===== config.mk =====
export PLATFORM = sky130hd
export DESIGN_NAME = flash_ram_emulation_overlay
export DESIGN_NICKNAME = d
export VERILOG_FILES = /design/src/design/flash_overlay_pkg.sv /design/src/design/erase_sequencer.sv /design/src/design/overlay_router.sv /design/src/design/flash_ram_emulation_overlay.sv
export SDC_FILE = /design/constraint.sdc
export NUM_CORES = 1
export LEC_CHECK = 0
export BUFFER_PORTS_ARGS = -buffer_cell sky130_fd_sc_hd__buf_2
export CORE_UTILIZATION = 40
export CTS_CLUSTER_DIAMETER = 200
export DETAILED_ROUTE_END_ITERATION = 8
export GPL_TIMING_DRIVEN = 0
export MAX_ROUTING_LAYER = met4
export PLACE_DENSITY = 0.66
export SLEW_MARGIN = 20
export SYNTH_ARGS = -nofsm -noshare
export SYNTH_HDL_FRONTEND = slang
export SYNTH_SLANG_ARGS = --single-unit

===== constraint.sdc =====
create_clock -name clk -period 3.3 [get_ports clk]
set_input_delay 0.66 -clock clk [delete_from_list [all_inputs] [get_ports clk]]
set_output_delay 0.66 -clock clk [all_outputs]
set_load 0.05 [all_outputs]

===== src/design/flash_overlay_pkg.sv =====
// shared constants, register map and types of the flash overlay block
package flash_overlay_pkg;
    // register byte offsets on the Avalon-MM slave
    localparam logic [4:0] OFS_OVERLAY_CTRL = 5'h00;
    localparam logic [4:0] OFS_ERASE_START = 5'h04;
    localparam logic [4:0] OFS_ERASE_RESULT = 5'h08;
    localparam logic [4:0] OFS_IRQ_STATUS = 5'h0C;
    localparam logic [4:0] OFS_IRQ_CLEAR = 5'h10;
    localparam logic [4:0] OFS_IRQ_ENABLE = 5'h14;
    localparam logic [4:0] OFS_MODE_STATUS = 5'h18;
    // ram_overlay_control layout
    localparam logic [7:0] OVERLAY_CTRL_RESET = 8'h00;
    localparam logic [7:0] OVERLAY_CTRL_RW_MASK = 8'h1F;
    localparam int CTRL_RSVD4_BIT = 4;
    localparam int CTRL_ENABLE_BIT = 3;
    localparam int CTRL_SEL_LSB = 0;
    localparam int CTRL_SEL_W = 3;
    // erase_result_parameter layout
    localparam int RESULT_RANGE_BIT = 3;
    localparam int RESULT_FAIL_BIT = 0;
    // interrupt bits
    localparam int IRQ_W = 2;
    localparam int IRQ_ERASE_DONE = 0;
    localparam int IRQ_ERASE_FAIL = 1;
    localparam logic [IRQ_W-1:0] IRQ_ENABLE_RESET = 2'h0;
    // mode status bits
    localparam int MODE_HW_STANDBY_BIT = 0;
    localparam int MODE_SW_STANDBY_BIT = 1;
    localparam int MODE_WATCH_BIT = 2;
    localparam int MODE_ERASE_BUSY_BIT = 3;
    localparam int MODE_OVERLAY_BIT = 4;
    // memory map
    localparam logic [23:0] RAM_WINDOW_BASE = 24'hFFD000;
    localparam int BLOCK_ADDR_W = 12;
    localparam int USER_MAT_BLOCKS = 16;
    // erase duration of the modelled flash array
    localparam int CLK_PERIOD_NS = 100;
    localparam int ERASE_TIME_NS = 10000;
    localparam int ERASE_CYCLES = (ERASE_TIME_NS + CLK_PERIOD_NS - 1) / CLK_PERIOD_NS;

    typedef struct packed {
        logic valid;
        logic write;
        logic [23:0] addr;
    } mem_req_t;

    typedef struct packed {
        logic ram_sel;
        logic flash_sel;
        logic flash_write_ok;
        logic [BLOCK_ADDR_W-1:0] ram_addr;
        logic [23:0] flash_addr;
    } mem_route_t;

    typedef struct packed {
        logic range_error;
        logic fail;
    } erase_result_t;

    typedef enum logic [1:0] {
        ER_IDLE = 2'b00,
        ER_RUN = 2'b01,
        ER_DONE = 2'b10
    } erase_state_t;
endpackage


===== src/design/erase_sequencer.sv =====
// erase sequencer: range check, protection check, timed erase and result
`timescale 1ns/10ps
module erase_sequencer
    import flash_overlay_pkg::*;
#(
    parameter int NUM_BLOCKS = USER_MAT_BLOCKS,
    parameter int ERASE_LEN = ERASE_CYCLES
)
(
    input wire logic clk, // system clock
    input wire logic rst, // synchronous reset
    input wire logic start, // one-cycle erase request
    input wire logic [7:0] block_num, // requested erase block
    input wire logic protect, // user MAT protected
    input wire logic flash_fail, // array reports an erase error
    output logic busy_reg, // erase in progress
    output logic done_reg, // one-cycle completion pulse
    output erase_result_t result_reg, // final result flags
    output logic flash_go_reg, // one-cycle start to the array
    output logic [7:0] flash_block_reg // block given to the array
);
    erase_state_t state_reg;
    logic [15:0] count_reg;
    logic fail_seen_reg;
    wire range_bad = ({24'h0, block_num} >= NUM_BLOCKS);
    wire accept = (state_reg == ER_IDLE) && start;
    wire refuse = range_bad || protect;
    wire run_end = (state_reg == ER_RUN) && (count_reg == 16'h0000);

    always_ff @(posedge clk)
    begin
        if (rst)
        begin
            state_reg <= ER_IDLE;
            count_reg <= 16'h0000;
            fail_seen_reg <= 1'b0;
            busy_reg <= 1'b0;
            done_reg <= 1'b0;
            result_reg <= '0;
            flash_go_reg <= 1'b0;
            flash_block_reg <= 8'h00;
        end
        else
        begin
            done_reg <= 1'b0;
            flash_go_reg <= 1'b0;
            case (state_reg)
                ER_IDLE:
                begin
                    if (accept && refuse)
                    begin
                        result_reg.range_error <= range_bad;
                        result_reg.fail <= 1'b1;
                        state_reg <= ER_DONE;
                        done_reg <= 1'b1;
                    end
                    else if (accept)
                    begin
                        result_reg.range_error <= 1'b0;
                        flash_go_reg <= 1'b1;
                        flash_block_reg <= block_num;
                        count_reg <= 16'(ERASE_LEN - 1);
                        fail_seen_reg <= 1'b0;
                        busy_reg <= 1'b1;
                        state_reg <= ER_RUN;
                    end
                end
                ER_RUN:
                begin
                    fail_seen_reg <= fail_seen_reg | flash_fail;
                    if (run_end)
                    begin
                        result_reg.fail <= fail_seen_reg | flash_fail;
                        busy_reg <= 1'b0;
                        done_reg <= 1'b1;
                        state_reg <= ER_DONE;
                    end
                    else
                    begin
                        count_reg <= count_reg - 16'h0001;
                    end
                end
                ER_DONE:
                begin
                    state_reg <= ER_IDLE;
                end
                default:
                begin
                    state_reg <= ER_IDLE;
                end
            endcase
        end
    end

    chk_range_flag: assert property (@(posedge clk) disable iff (rst)
        accept && range_bad |=> done_reg && result_reg.range_error && result_reg.fail)
        else $error("range error not flagged");
    chk_protect_fail: assert property (@(posedge clk) disable iff (rst)
        accept && protect |=> done_reg && result_reg.fail && !busy_reg)
        else $error("protected erase not refused");
endmodule


===== src/design/overlay_router.sv =====
// address router that lays the ram window over one user MAT block
`timescale 1ns/10ps
module overlay_router
    import flash_overlay_pkg::*;
(
    input wire logic clk, // system clock
    input wire logic rst, // synchronous reset
    input mem_req_t req, // cpu memory access
    input wire logic overlay_on, // overlay enable bit
    input wire logic [CTRL_SEL_W-1:0] block_sel, // selected block
    output mem_route_t route_reg // registered routing decision
);
    wire [23:0] block_base = {{(24-BLOCK_ADDR_W-CTRL_SEL_W){1'b0}}, block_sel, {BLOCK_ADDR_W{1'b0}}};
    wire in_ram_window = req.addr[23:BLOCK_ADDR_W] == RAM_WINDOW_BASE[23:BLOCK_ADDR_W];
    wire in_block = req.addr[23:BLOCK_ADDR_W] == block_base[23:BLOCK_ADDR_W];
    wire hit_overlay = overlay_on && in_block;
    wire to_ram = req.valid && (in_ram_window || hit_overlay);
    wire to_flash = req.valid && !to_ram;
    wire write_ok = req.write && !overlay_on;

    always_ff @(posedge clk)
    begin
        if (rst)
        begin
            route_reg <= '0;
        end
        else
        begin
            route_reg.ram_sel <= to_ram;
            route_reg.flash_sel <= to_flash;
            route_reg.flash_write_ok <= to_flash && write_ok;
            route_reg.ram_addr <= req.addr[BLOCK_ADDR_W-1:0];
            route_reg.flash_addr <= req.addr;
        end
    end

    chk_overlay_hit: assert property (@(posedge clk) disable iff (rst)
        req.valid && overlay_on && in_block |=> route_reg.ram_sel && !route_reg.flash_sel)
        else $error("overlay block access not sent to ram");
    chk_flash_protect: assert property (@(posedge clk) disable iff (rst)
        overlay_on |=> !route_reg.flash_write_ok)
        else $error("flash write allowed under overlay");
    chk_normal_map: assert property (@(posedge clk) disable iff (rst)
        req.valid && !overlay_on && !in_ram_window |=> route_reg.flash_sel && !route_reg.ram_sel)
        else $error("flash access diverted without overlay");
endmodule


===== src/design/flash_ram_emulation_overlay.sv =====
// top of the flash overlay block: register file, interrupts and glue
`timescale 1ns/10ps
// Functional notes
// - erase block number outside user MAT range sets range error, valid clears it
// - erase result bit 0 is zero on success and one on failure
// - overlay control clears to zero on power-on reset or hardware standby
// - overlay control keeps its value through software standby and watch mode
// - bits 7 to 5 of overlay control read zero; software writes zero
// - bit 4 of overlay control is read/write, resets zero, software writes zero
// - overlay enabled turns emulation on and protects the whole user MAT
// - overlay disabled: no protection, select bits ignored, ram at normal place
// - select bits pick 4-kbyte block n at n times 4 kbytes, overlaid by ram
// - selected block address range is served by on-chip ram for emulation
module flash_ram_emulation_overlay
    import flash_overlay_pkg::*;
#(
    parameter int NUM_BLOCKS = USER_MAT_BLOCKS,
    parameter int ERASE_LEN = ERASE_CYCLES
)
(
    input wire logic clk, // 10 MHz system clock
    input wire logic rst, // synchronous power-on reset, active high
    input wire logic [4:0] avs_address, // register byte address
    input wire logic avs_read, // read request
    input wire logic avs_write, // write request
    input wire logic [31:0] avs_writedata, // write data
    input wire logic [3:0] avs_byteenable, // byte lanes
    output logic [31:0] avs_readdata, // read data
    output logic avs_waitrequest, // slave stall
    input wire logic hw_standby, // hardware standby pin
    input wire logic sw_standby, // software standby pin
    input wire logic watch_mode, // watch mode pin
    input mem_req_t mem_req, // cpu memory access
    output mem_route_t mem_route, // routing to ram or flash
    output logic overlay_active, // emulation on, user MAT protected
    input wire logic flash_erase_fail, // array erase error
    output logic flash_erase_go, // one-cycle erase start to array
    output logic [7:0] flash_erase_block, // block being erased
    output logic irq // level interrupt
);
    // pin synchronisers
    logic [2:0] pins_meta_reg;
    logic [2:0] pins_sync_reg;
    wire [2:0] pins_raw = {watch_mode, sw_standby, hw_standby};
    wire hw_sb = pins_sync_reg[0];
    wire sw_sb = pins_sync_reg[1];
    wire watch = pins_sync_reg[2];

    always_ff @(posedge clk)
    begin
        if (rst)
        begin
            pins_meta_reg <= 3'h0;
            pins_sync_reg <= 3'h0;
        end
        else
        begin
            pins_meta_reg <= pins_raw;
            pins_sync_reg <= pins_meta_reg;
        end
    end

    // Avalon-MM slave: one wait cycle, then the access completes
    logic wait_reg;
    logic [31:0] readdata_reg;
    wire bus_req = avs_read || avs_write;
    wire bus_fire = bus_req && !wait_reg;
    wire wr_fire = bus_fire && avs_write && avs_byteenable[0];
    wire sel_ctrl = avs_address == OFS_OVERLAY_CTRL;
    wire sel_start = avs_address == OFS_ERASE_START;
    wire sel_result = avs_address == OFS_ERASE_RESULT;
    wire sel_status = avs_address == OFS_IRQ_STATUS;
    wire sel_clear = avs_address == OFS_IRQ_CLEAR;
    wire sel_enable = avs_address == OFS_IRQ_ENABLE;
    wire sel_mode = avs_address == OFS_MODE_STATUS;
    wire ctrl_wr = wr_fire && sel_ctrl;
    wire start_wr = wr_fire && sel_start;
    wire clear_wr = wr_fire && sel_clear;
    wire enable_wr = wr_fire && sel_enable;
    wire wr_bit4 = avs_writedata[CTRL_RSVD4_BIT];

    // overlay control register
    logic [7:0] ctrl_reg;
    wire [7:0] ctrl_next = avs_writedata[7:0] & OVERLAY_CTRL_RW_MASK;
    wire ctrl_clear = hw_sb;
    wire overlay_on = ctrl_reg[CTRL_ENABLE_BIT];
    wire [CTRL_SEL_W-1:0] block_sel = ctrl_reg[CTRL_SEL_LSB +: CTRL_SEL_W];

    // software standby and watch leave this register alone by design; hardware standby clears it
    always_ff @(posedge clk)
    begin
        if (rst || ctrl_clear)
        begin
            ctrl_reg <= OVERLAY_CTRL_RESET;
        end
        else if (ctrl_wr)
        begin
            ctrl_reg <= ctrl_next;
        end
    end

    // erase request capture
    logic start_reg;
    logic [7:0] start_block_reg;

    always_ff @(posedge clk)
    begin
        if (rst)
        begin
            start_reg <= 1'b0;
            start_block_reg <= 8'h00;
        end
        else
        begin
            start_reg <= start_wr;
            if (start_wr)
            begin
                start_block_reg <= avs_writedata[7:0];
            end
        end
    end

    logic erase_busy;
    logic erase_done;
    erase_result_t erase_result;

    erase_sequencer #(
        .NUM_BLOCKS(NUM_BLOCKS),
        .ERASE_LEN(ERASE_LEN)
    ) u_erase (
        .clk(clk),
        .rst(rst),
        .start(start_reg),
        .block_num(start_block_reg),
        .protect(overlay_on),
        .flash_fail(flash_erase_fail),
        .busy_reg(erase_busy),
        .done_reg(erase_done),
        .result_reg(erase_result),
        .flash_go_reg(flash_erase_go),
        .flash_block_reg(flash_erase_block)
    );

    // routing is registered, so a new overlay setting reaches
    // the memory path one cycle after the register write
    overlay_router u_router (
        .clk(clk),
        .rst(rst),
        .req(mem_req),
        .overlay_on(overlay_on),
        .block_sel(block_sel),
        .route_reg(mem_route)
    );

    // interrupt status, clear and enable
    logic [IRQ_W-1:0] irq_status_reg;
    logic [IRQ_W-1:0] irq_enable_reg;
    logic irq_reg;
    wire [IRQ_W-1:0] irq_event = {erase_done && erase_result.fail, erase_done};
    wire [IRQ_W-1:0] irq_clear = clear_wr ? avs_writedata[IRQ_W-1:0] : {IRQ_W{1'b0}};

    genvar gi;
    generate
        for (gi = 0; gi < IRQ_W; gi = gi + 1)
        begin : g_irq
            // an event in the clearing cycle survives the clear
            always_ff @(posedge clk)
            begin
                if (rst)
                begin
                    irq_status_reg[gi] <= 1'b0;
                end
                else if (irq_event[gi])
                begin
                    irq_status_reg[gi] <= 1'b1;
                end
                else if (irq_clear[gi])
                begin
                    irq_status_reg[gi] <= 1'b0;
                end
            end
        end
    endgenerate

    always_ff @(posedge clk)
    begin
        if (rst)
        begin
            irq_enable_reg <= IRQ_ENABLE_RESET;
            irq_reg <= 1'b0;
        end
        else
        begin
            if (enable_wr)
            begin
                irq_enable_reg <= avs_writedata[IRQ_W-1:0];
            end
            irq_reg <= |(irq_status_reg & irq_enable_reg);
        end
    end

    // read multiplexer; unmapped and write-only offsets read zero
    wire [31:0] rd_ctrl = {24'h0, 3'b000, ctrl_reg[4:0]};
    wire [31:0] rd_result = {28'h0, erase_result.range_error, 2'b00, erase_result.fail};
    wire [31:0] rd_status = {{(32-IRQ_W){1'b0}}, irq_status_reg};
    wire [31:0] rd_enable = {{(32-IRQ_W){1'b0}}, irq_enable_reg};
    wire [31:0] rd_mode = {27'h0, overlay_on, erase_busy, watch, sw_sb, hw_sb};
    wire [31:0] rd_mux = sel_ctrl ? rd_ctrl :
                         sel_result ? rd_result :
                         sel_status ? rd_status :
                         sel_enable ? rd_enable :
                         sel_mode ? rd_mode : 32'h0000_0000;

    always_ff @(posedge clk)
    begin
        if (rst)
        begin
            wait_reg <= 1'b1;
            readdata_reg <= 32'h0000_0000;
        end
        else if (bus_req && wait_reg)
        begin
            wait_reg <= 1'b0;
            if (avs_read)
            begin
                readdata_reg <= rd_mux;
            end
        end
        else
        begin
            wait_reg <= 1'b1;
        end
    end

    assign avs_waitrequest = wait_reg;
    assign avs_readdata = readdata_reg;
    assign overlay_active = ctrl_reg[CTRL_ENABLE_BIT];
    assign irq = irq_reg;

    // checks
    chk_standby_clear: assert property (@(posedge clk) disable iff (rst)
        hw_sb |=> ctrl_reg == OVERLAY_CTRL_RESET)
        else $error("hardware standby did not clear overlay control");
    chk_standby_hold: assert property (@(posedge clk) disable iff (rst)
        (sw_sb || watch) && !hw_sb && !ctrl_wr |=> $stable(ctrl_reg))
        else $error("overlay control changed in standby or watch");
    chk_reserved_zero: assert property (@(posedge clk) disable iff (rst)
        avs_read && wait_reg && sel_ctrl |=> readdata_reg[7:5] == 3'b000 && ctrl_reg[7:5] == 3'b000)
        else $error("reserved overlay bits not zero");
    chk_bit4_rw: assert property (@(posedge clk) disable iff (rst)
        ctrl_wr && !hw_sb |=> ctrl_reg[CTRL_RSVD4_BIT] == $past(wr_bit4))
        else $error("bit 4 of overlay control not writable");
    chk_result_read: assert property (@(posedge clk) disable iff (rst)
        avs_read && wait_reg && sel_result |=>
        readdata_reg[RESULT_FAIL_BIT] == $past(erase_result.fail) &&
        readdata_reg[RESULT_RANGE_BIT] == $past(erase_result.range_error))
        else $error("erase result read mismatch");
    chk_bus_answer: assert property (@(posedge clk) disable iff (rst)
        bus_req && wait_reg |=> !avs_waitrequest ##1 avs_waitrequest)
        else $error("bus answer not after one wait cycle");
    chk_irq_level: assert property (@(posedge clk) disable iff (rst)
        |(irq_status_reg & irq_enable_reg) |=> irq)
        else $error("enabled status did not raise interrupt");
    chk_erase_done: assert property (@(posedge clk) disable iff (rst)
        erase_done |-> ##[1:2] irq_status_reg[IRQ_ERASE_DONE])
        else $error("erase completion not recorded");
    chk_protect_out: assert property (@(posedge clk) disable iff (rst)
        ctrl_wr && !hw_sb && avs_writedata[CTRL_ENABLE_BIT] |=> overlay_active)
        else $error("overlay enable write not taken");
endmodule


### Word-level counts from Yosys, hierarchy flattened

Index checks and enable logic that the tools add are counted.

| cells by class | value |
|---|---|
| add/subtract/negate cells | 1 |
| $lt $le $gt $ge | 1 |
| equal/unequal tests | 15 |
| reductions and logical operators | 41 |
| bitwise gates (word level) | 4 |
| multiplexer cells | 34 |

Operators by type and width:

| kind | number |
|---|---|
| 16-bit two-way mux | 3 |
| 16-bit one-hot mux with 2 select lines | 1 |
| 5-bit two-way mux | 5 |
| 1-bit logical AND | 17 |
| 16-bit zero test | 1 |
| 1-bit two-way mux | 16 |
| 16-bit by 1-bit subtractor with 16-bit output (second input constant) | 1 |
| 5-bit == test (second input constant) | 3 |
| 12-bit == test (second input constant) | 1 |
| 12-bit by 3-bit == test with 1-bit output | 1 |
| 5-bit by 4-bit == test with 1-bit output (second input constant) | 2 |
| 3-bit AND reduction | 3 |
| 8-bit by 5-bit greater-or-equal comparator with 1-bit output (second input constant) | 1 |
| 2-bit two-way mux | 4 |
| 1-bit one-hot mux with 2 select lines | 4 |
| 4-bit AND reduction | 2 |
| 2-bit nonzero test | 4 |
| 2-bit != test (second input constant) | 3 |
| 2-bit AND reduction | 3 |
| 5-bit by 3-bit == test with 1-bit output (second input constant) | 1 |
| 5-bit zero test | 1 |
| 1-bit logical OR | 4 |
| 2-bit by 1-bit != test with 1-bit output (second input constant) | 2 |
| 2-bit one-hot mux with 2 select lines | 1 |
| other kinds (9) | 12 |

| storage, ports and cells | value |
|---|---|
| output and inout port bits | 83 |
| bits of input ports | 75 |
| flip-flop bits (word level) | 129 |

### Depth between registers and ports, before layout

Gate-level depths: netlist (run 1).

| logic depth | value |
|---|---|
| word-level depth | 8 |
| depth in mapped cells | 9 |

### Hierarchy

A second synthesis (run 1) with hierarchy kept.

| unflattened totals | value |
|---|---|
| cells, all modules | 384 |
| area total of the unflattened synthesis | 3772.4 um^2 |

By module, submodules not included:

| module | area each (um^2) | sequential area each (um^2) | times used | cells an instance |
|---|---|---|---|---|
| flash_ram_emulation_overlay | 1442.6 | 620.6 | 1 | 153 |
| erase_sequencer | 1427.6 | 640.6 | 1 | 151 |
| overlay_router | 902.1 | 540.5 | 1 | 80 |

### Least setup slack after synthesis (run 1)

No wires, ideal clock.

| timing | value |
|---|---|
| kind | register -> register |
| start | reg u_erase.count_reg[2] |
| end | reg u_erase.count_reg[15] |
| cell stages (with the launch flop) | 7 |
| setup time | 0.071 ns |
| period minus slack after synthesis | 2.184 ns |
| arrival | 2.114 ns |
| slack | 1.116 ns |
| path buffers | 2 |
| cells stage by stage | dfxtp_1 -> or4_1 -> buf_2 -> or4_1 -> buf_2 -> or4_1 -> a21oi_1 |

| between the ends | value |
|---|---|
| longest elaborated chain between the ends | 4 |

RTL lines:

| what | line | text |
|---|---|---|
| from (decl) | erase_sequencer.sv:23 | `logic [15:0] count_reg;` |
| from (signal assigned) | erase_sequencer.sv:62 | `count_reg <= 16'(ERASE_LEN - 1);` |
| from (signal assigned) | erase_sequencer.sv:80 | `count_reg <= count_reg - 16'h0001;` |
| parallel branches: the longest is 4 deep, another holds 16-bit by 1-bit subtractor with 16-bit output | n/a |  |

Parallel ways; which one is timed is not known. The select of a mux whose other input is x is not followed.
A chain may end at the register's enable or synchronous reset.

### Final worst setup path (run 1)

| timing | value |
|---|---|
| start | reg start_block_reg[6] |
| end | reg u_erase.count_reg[4] |

| between the ends | value |
|---|---|
| longest elaborated chain between the ends | 5 |

RTL lines:

| what | line | text |
|---|---|---|
| from (decl) | flash_ram_emulation_overlay.sv:104 | `logic [7:0] start_block_reg;` |
| from (signal assigned) | flash_ram_emulation_overlay.sv:118 | `start_block_reg <= avs_writedata[7:0];` |
| 8-bit by 5-bit greater-or-equal comparator with 1-bit output | erase_sequencer.sv:25 | `wire range_bad = ({24'h0, block_num} >= NUM_BLOCKS);` |
| 1-bit logical OR | erase_sequencer.sv:27 | `wire refuse = range_bad \|\| protect;` |
| 1-bit logical AND | erase_sequencer.sv:50 | `if (accept && refuse)` |
| 2-bit != test (no line) | n/a |  |
| 4-bit AND reduction (no line) | n/a |  |

Every way passes these cells.

==> results of run 1 <==
cell type report:
| type | count | area, um2 |
|---|---|---|
| Multi-Input combinational cell | 254 | 1610 |
| Clock inverter | 4 | 27.5 |
| Buffer | 58 | 372 |
| Inverter | 7 | 26.3 |
| Timing Repair Buffer | 100 | 500 |
| Sequential cell | 90 | 1800 |
| Fill cell | 867 | 4230 |
| Clock buffer | 11 | 151 |
| Tap cell | 108 | 135 |
metrics by stage:
| step | setup WS (ns) | util, % | std cells |
|---|---|---|---|
| finish | 0.848 | 52.2 | 632 |
| global route | 0.741 | 52.2 | 632 |
| CTS | 0.843 | 52.2 | 632 |
| detailed placement | 0.896 | 50.2 | 617 |
| global placement | 0.913 | 50.2 | 617 |
| floorplan | 1.12 | - | 409 |
power groups by stage:
stage / Clock, W / Combinational (W) / Sequential, W
2_1_floorplan: 0 / 0.000185 / 0.00121
3_3_place_gp: 0 / 0.000327 / 0.00114
3_5_place_dp: 0 / 0.000329 / 0.00114
4_1_cts: 0.000705 / 0.000330 / 0.00112
5_1_grt: 0.000746 / 0.000347 / 0.00112
6_report: 0.000683 / 0.000330 / 0.00112
metal layers:
layer	global-route usage, %	vias up
li1	-	1534
met1	22.5	1426
met2	29.0	81
met4	6.20	0
met3	2.86	13
met5	-	-
kinds of logic (layout without fill, tap and decap cells):
family	after synthesis	in the layout	synth area share, %
AO/OA/AOI/OAI	50	50	9.82
XOR/XNOR	9	9	2.13
adder cells (fa/ha/maj)	1	1	0.337
buffers and inverters	65	180	10.7
flip-flops	90	90	48.6
multiplexers	23	23	6.21
other	1	27	0.101
AND/OR/NAND/NOR	144	144	22.1
cells in the mapped netlist (4+ instances only):
library cell / instances
a21oi_1: 13
a22oi_1: 5
and3_1: 5
and3b_1: 4
buf_4: 40
clkbuf_1: 14
dfxtp_1: 90
inv_1: 7
mux2i_1: 23
nand2_1: 8
nand4_1: 5
nor2_1: 40
nor2b_1: 33
nor3_1: 12
nor4_1: 4
o211ai_1: 4
o21ai_0: 6
o31ai_1: 4
or3_1: 5
or4_1: 6
xor2_1: 8
critical path: stages, from the launching register on:
cell and delay [ns]:
dfxtp_1 0.32, or4_4 0.57, o41ai_4 0.62, o21ai_2 0.17
buf_4 0.22, or3_1 0.35, a21oi_1 0.14
worst paths after layout:
kind	end	cells past startpoint	slack, ns
setup reg to reg	u_erase.count_reg[4]$_SDFFE_PP0P_	6	0.85
hold reg to reg	pins_sync_reg[2]$_SDFF_PP0_	1	0.44
setup / recovery	u_erase.count_reg[4]$_SDFFE_PP0P_	6	0.85
hold / removal	pins_sync_reg[2]$_SDFF_PP0_	1	0.44
==> key figures, run 1 <==
Finish
  • Final instance area: 0.00462 mm2
  • Most common cell after layout, fill and taps aside: buf_2
  • Layout Nets: 596
  • Most frequent cells in the layout: buf_2 (103), dfxtp_1 (90), nor2_1 (40), buf_4 (40), nor2b_1 (33)
  • Layout cells sized above 1: 31.9%
  • Largest register FFs: 27
  • Diodes inserted: 0
  • Area growth syn-to-layout: 24.6%

Run status
  • Failing checks: design-rule violations
  • Status: complete, but fails checks

Setup path
  • Worst endpoint required time: 3.57 ns
  • Worst Setup Path Type: reg -> reg
  • Crit end category: flip-flop
  • Setup crit start: start_block_reg[6]$_SDFFE_PP0P_
  • CP Launch Type: flip-flop
  • Critical Path AT: 2.73 ns
  • Largest fanout on the critical path: 10
  • Launch point of the worst reg-to-reg path: start_block_reg[6]$_SDFFE_PP0P_

Power and ir drop
  • Internal: 0.00151 W
  • Cell Pwr Density: 461 mW/mm2
  • Pleak: 2.28 nW
  • Tot Pwr: 0.00213 W
  • Comb pwr share: 15.5%
  • Switch Pwr: 0.000618 W
  • Seq pwr share: 52.5%
  • Clock Power Share: 32.1%
  • Sw Ratio: 29.0%
  • VDD IR max: 327 uV

Timing
  • RSZ-0062 raised after global routing: false
  • Period Utilization, post-route: 74.3%
  • Fin. Hold Viols: 0
  • Max frequency: 408 MHz
  • Period minus WS final: 2.45 ns
  • Setup TNS: 0 ns
  • Count of final setup violators: 0
  • Worst Skew: 0.0109 ns
  • Worst slew pin tran: 0.733 ns
  • Final slew viol count: 0
  • Slew margin rel.: 50.9%
  • Hold slack: 0.442 ns

Clocking
  • H-tree level count: 3
  • Clock transition at the registers of the reported paths: 0.08 ns
  • Hold_buf cts: 0
  • Post-cts sizing count: 0
  • Max Buffers Root-to-Sink: 2
  • CTS tree: done
  • Clock sinks: 90
  • Number of buffers created by CTS: 9
  • Root buffer cell: clkbuf_8
  • Clock Latency Late Sink: 0.35 ns
  • Post-CTS Setup Bufs: 0

Drt
  • Drt via density: 4.83
  • Final wirelength: 8430 um
  • Met2 routed WL: 3980 um
  • Highest metal used: met4
  • Remaining DRCs: 8
  • Routed WL per cell: 13.3 um
  • DR WL met3: 374 um
  • Antenna Violating Nets Remaining: 0
  • Metal1 wirelength: 3920 um
  • Routed vias: 3054
  • DR iter-0 viols: 70
  • First-pass iteration count of the detailed router: 9

Floorplanning
  • Core area: 0.00885 mm2
  • IO Pins: 158
  • Die area: 0.00966 mm2
  • Die width: 98.3 um
  • Die H: 98.3 um
  • Site row count: 34
  • Starting Density: 41.9%

Synth
  • YS warnings: 0
  • FF+latch count, synth: 90
  • Synth cell types: 53
  • Synth area leaders: dfxtp_1 (49%), buf_4 (8.1%), mux2i_1 (6.2%), nor2b_1 (5.6%), nor2_1 (4.0%)
  • Post-synth ARST share: 0%
  • Yosys top cell by area: dfxtp_1
  • Mapped Cells: 383
  • EDFF count, synth: 0
  • Post-synthesis sequential area ratio: 48.6%
  • Avg Cell Area, Syn: 9.68 um2
  • Synth Cell Area: 0.00371 mm2
  • Post-synth top area share: 48.6%
  • Ys flop type: dfxtp_1

Min path
  • Hold Path Class: reg -> reg
  • Min-delay src: pins_meta_reg[2]$_SDFF_PP0_

Global routing
  • Largest net degree at the start of global routing: 15
  • Overflow left after global routing: 0
  • Initial antenna violation count: 0
  • Global Route Usage Sum: 17.9%
  • Vias in the first global route: 2767
  • First-pass GRT wire length: 13300 um

Placement
  • Placed inst area: 0.00444 mm2
  • Dpl hpwl: 6350 um
  • GPL Wtd Cong: 0.848
  • IO buf count: 100

Run
  • Total of max-cap violations: 0
Power figures use the tool's default switching activity.
==> inputs of run 2 (changes only) <==
--- a/config.mk
+++ b/config.mk
@@ -11,7 +11,7 @@
 export DETAILED_ROUTE_END_ITERATION = 8
 export GPL_TIMING_DRIVEN = 0
 export MAX_ROUTING_LAYER = met4
-export PLACE_DENSITY = 0.66
+export PLACE_DENSITY = 0.69
 export SLEW_MARGIN = 20
 export SYNTH_ARGS = -nofsm -noshare
 export SYNTH_HDL_FRONTEND = slang
==> constraint.sdc (replaced) <==
create_clock -name clk -period 2.2 [get_ports clk]
set_input_delay 0.44 -clock clk [delete_from_list [all_inputs] [get_ports clk]]
set_output_delay 0.44 -clock clk [all_outputs]
set_load 0.05 [all_outputs]
==> key figures, run 2 (same netlist as run 1, synthesis figures left out) <==
Placement
  • GPL Wtd Cong: 0.894
  • Dpl hpwl: 6470 um
  • IO buf count: 100
  • Placed inst area: 0.00444 mm2

Setup path
  • Launch point of the worst reg-to-reg path: u_erase.count_reg[2]$_SDFFE_PP0P_
  • Slowest stage cell, crit path: or4b_4
  • R2r endpoint: u_erase.count_reg[7]$_SDFFE_PP0P_
  • Largest delay share family, worst path: simple AND/OR/NAND/NOR gates
  • Worst Setup Path Type: reg -> reg
  • Worst endpoint required time: 2.48 ns
  • Crit end category: flip-flop
  • Largest fanout on the critical path: 7
  • R2r setup slk: -0.01 ns
  • FF-to-FF path depth: 6
  • CP Buf/Inv Count: 1
  • Worst-path cell chain: or4_4, or4b_4, o21ai_4, buf_6, o21ai_0, a21oi_1
  • CP max stage delay: 0.63 ns
  • CP Launch Type: flip-flop
  • Critical Path AT: 2.50 ns

Min path
  • Hold endpoint: u_router.route_reg[1]$_SDFF_PP0_
  • Min-delay src: mem_req[1]
  • Hold depth: 2
  • Hold Path Class: in -> reg

Timing
  • Count of final setup violators: 5
  • Max frequency: 452 MHz
  • Final slew viol count: 0
  • Worst slew pin tran: 0.696 ns
  • Slew margin rel.: 53.6%
  • Fin. Hold Viols: 0
  • Period minus WS final: 2.21 ns
  • Min setup slack post-route: -0.0142 ns
  • Worst Skew: 0.00708 ns
  • RSZ-0062 raised after global routing: true
  • Period Utilization, post-route: 101%
  • Hold slack: 0.288 ns

Floorplanning
  • Site row count: 34
  • Die H: 98.3 um
  • Starting Density: 41.9%
  • IO Pins: 158
  • Die width: 98.3 um
  • Core area: 0.00885 mm2
  • Die area: 0.00966 mm2

Finish
  • Layout cells sized above 1: 36.3%
  • Most common cell after layout, fill and taps aside: buf_2
  • Largest register FFs: 27
  • Final instance area: 0.00485 mm2
  • Most frequent cells in the layout: buf_2 (100), dfxtp_1 (86), buf_4 (52)
  • Fin util: 54.8%
  • Area growth syn-to-layout: 30.7%
  • Layout Nets: 608
  • Diodes inserted: 0

Drt
  • DR iter-0 viols: 101
  • First-pass iteration count of the detailed router: 9
  • Remaining DRCs: 4
  • Antenna Violating Nets Remaining: 0
  • Routed vias: 3133
  • Final wirelength: 8920 um
  • Drt via density: 4.86
  • Routed WL per cell: 13.8 um

Run status
  • Status: complete, but fails checks
  • Failing checks: design-rule violations, negative setup slack

Global routing
  • Initial antenna violation count: 0
  • First-pass GRT wire length: 14000 um
  • Global Route Usage Sum: 19.2%
  • Largest net degree at the start of global routing: 15
  • Overflow left after global routing: 0
  • Vias in the first global route: 2863

Clocking
  • CTS tree: done
  • Hold_buf cts: 0
  • Root buffer cell: clkbuf_8
  • Max Buffers Root-to-Sink: 2
  • Number of buffers created by CTS: 9
  • H-tree level count: 3
  • Clock sinks: 90
  • Clock transition at the registers of the reported paths: 0.08 ns
  • Clock Latency Late Sink: 0.35 ns

Power and ir drop
  • VDD IR max: 401 uV
  • Tot Pwr: 0.00340 W
  • Pleak: 2.38 nW
  • Cell Pwr Density: 701 mW/mm2

Run
  • Total of max-cap violations: 0
run 2: cell types whose count changed in the layout (fill, tap and decap cells not counted), moves of 3 or more:
cell / delta
dfxtp_2: +4
or4_4: +3
buf_6: +4
buf_2: -3
buf_4: +12
dfxtp_1: -4
or4_1: -3
run 2: layer usage:
metal | wire, um | GRT usage, % | up-vias
met2 | 4530 | 32.9 | 109
met4 | 114 | 7.23 | 0
met1 | 3820 | 22.2 | 1453
met5 | 0 | - | -
met3 | 458 | 3.72 | 13
li1 | - | - | 1558
run 2: worst max-delay path by stage:
| stage | to | slack (ns) | start | cells after the start |
|---|---|---|---|---|
| 6_report | u_erase.count_reg[7]$_SDFFE_PP0P_ | -0.01 | u_erase.count_reg[2]$_SDFFE_PP0P_ | 6 |
| 5_1_grt | u_erase.count_reg[8]$_SDFFE_PP0P_ | -0.07 | u_erase.count_reg[2]$_SDFFE_PP0P_ | 6 |
| 4_1_cts | u_erase.count_reg[15]$_SDFFE_PP0P_ | -0.04 | u_erase.count_reg[3]$_SDFFE_PP0P_ | 8 |
| 3_5_place_dp | u_erase.count_reg[4]$_SDFFE_PP0P_ | -0.22 | start_block_reg[6]$_SDFFE_PP0P_ | 6 |
| 3_3_place_gp | u_erase.count_reg[4]$_SDFFE_PP0P_ | -0.20 | start_block_reg[6]$_SDFFE_PP0P_ | 6 |
| 2_1_floorplan | u_erase.count_reg[15]$_SDFFE_PP0P_ | 0.02 | u_erase.count_reg[2]$_SDFFE_PP0P_ | 6 |
run 2: cell type report:
class / instances / area, um2
fill: 851 / 4000
timing repair buffer: 115 / 621
tap: 108 / 135
buffer: 55 / 369
multi-input combinational: 254 / 1670
clock inverter: 5 / 77.6
inverter: 7 / 26.3
clock buffer: 11 / 141
sequential: 90 / 1810
run 2: repair_timing:
item / in CTS / in global routing
pin swaps: 9 / 9
gates resized for setup: 16 / 13
gates cloned: 1 / 0
setup buffers: 9 / 5
endpoints found under the setup margin: 14 / 23
run 2: per-stage QoR:
stage / setup slack (ns) / cells / setup TNS [ns]
floorplan: 0.0158 / 409 / 0
global placement: -0.196 / 617 / -1.10
detailed placement: -0.217 / 617 / -1.18
CTS: -0.0369 / 643 / -0.154
global route: -0.0740 / 645 / -0.716
finish: -0.0142 / 645 / -0.0349
run 2: power breakdown:
part	leakage (nW)	switching [W]	internal [W]
Clock	0.109	0.000551	0.000667
Combinational	1.53	0.000359	0.000144
Sequential	0.736	0.0000155	0.00166
Total	2.38	0.000925	0.00247
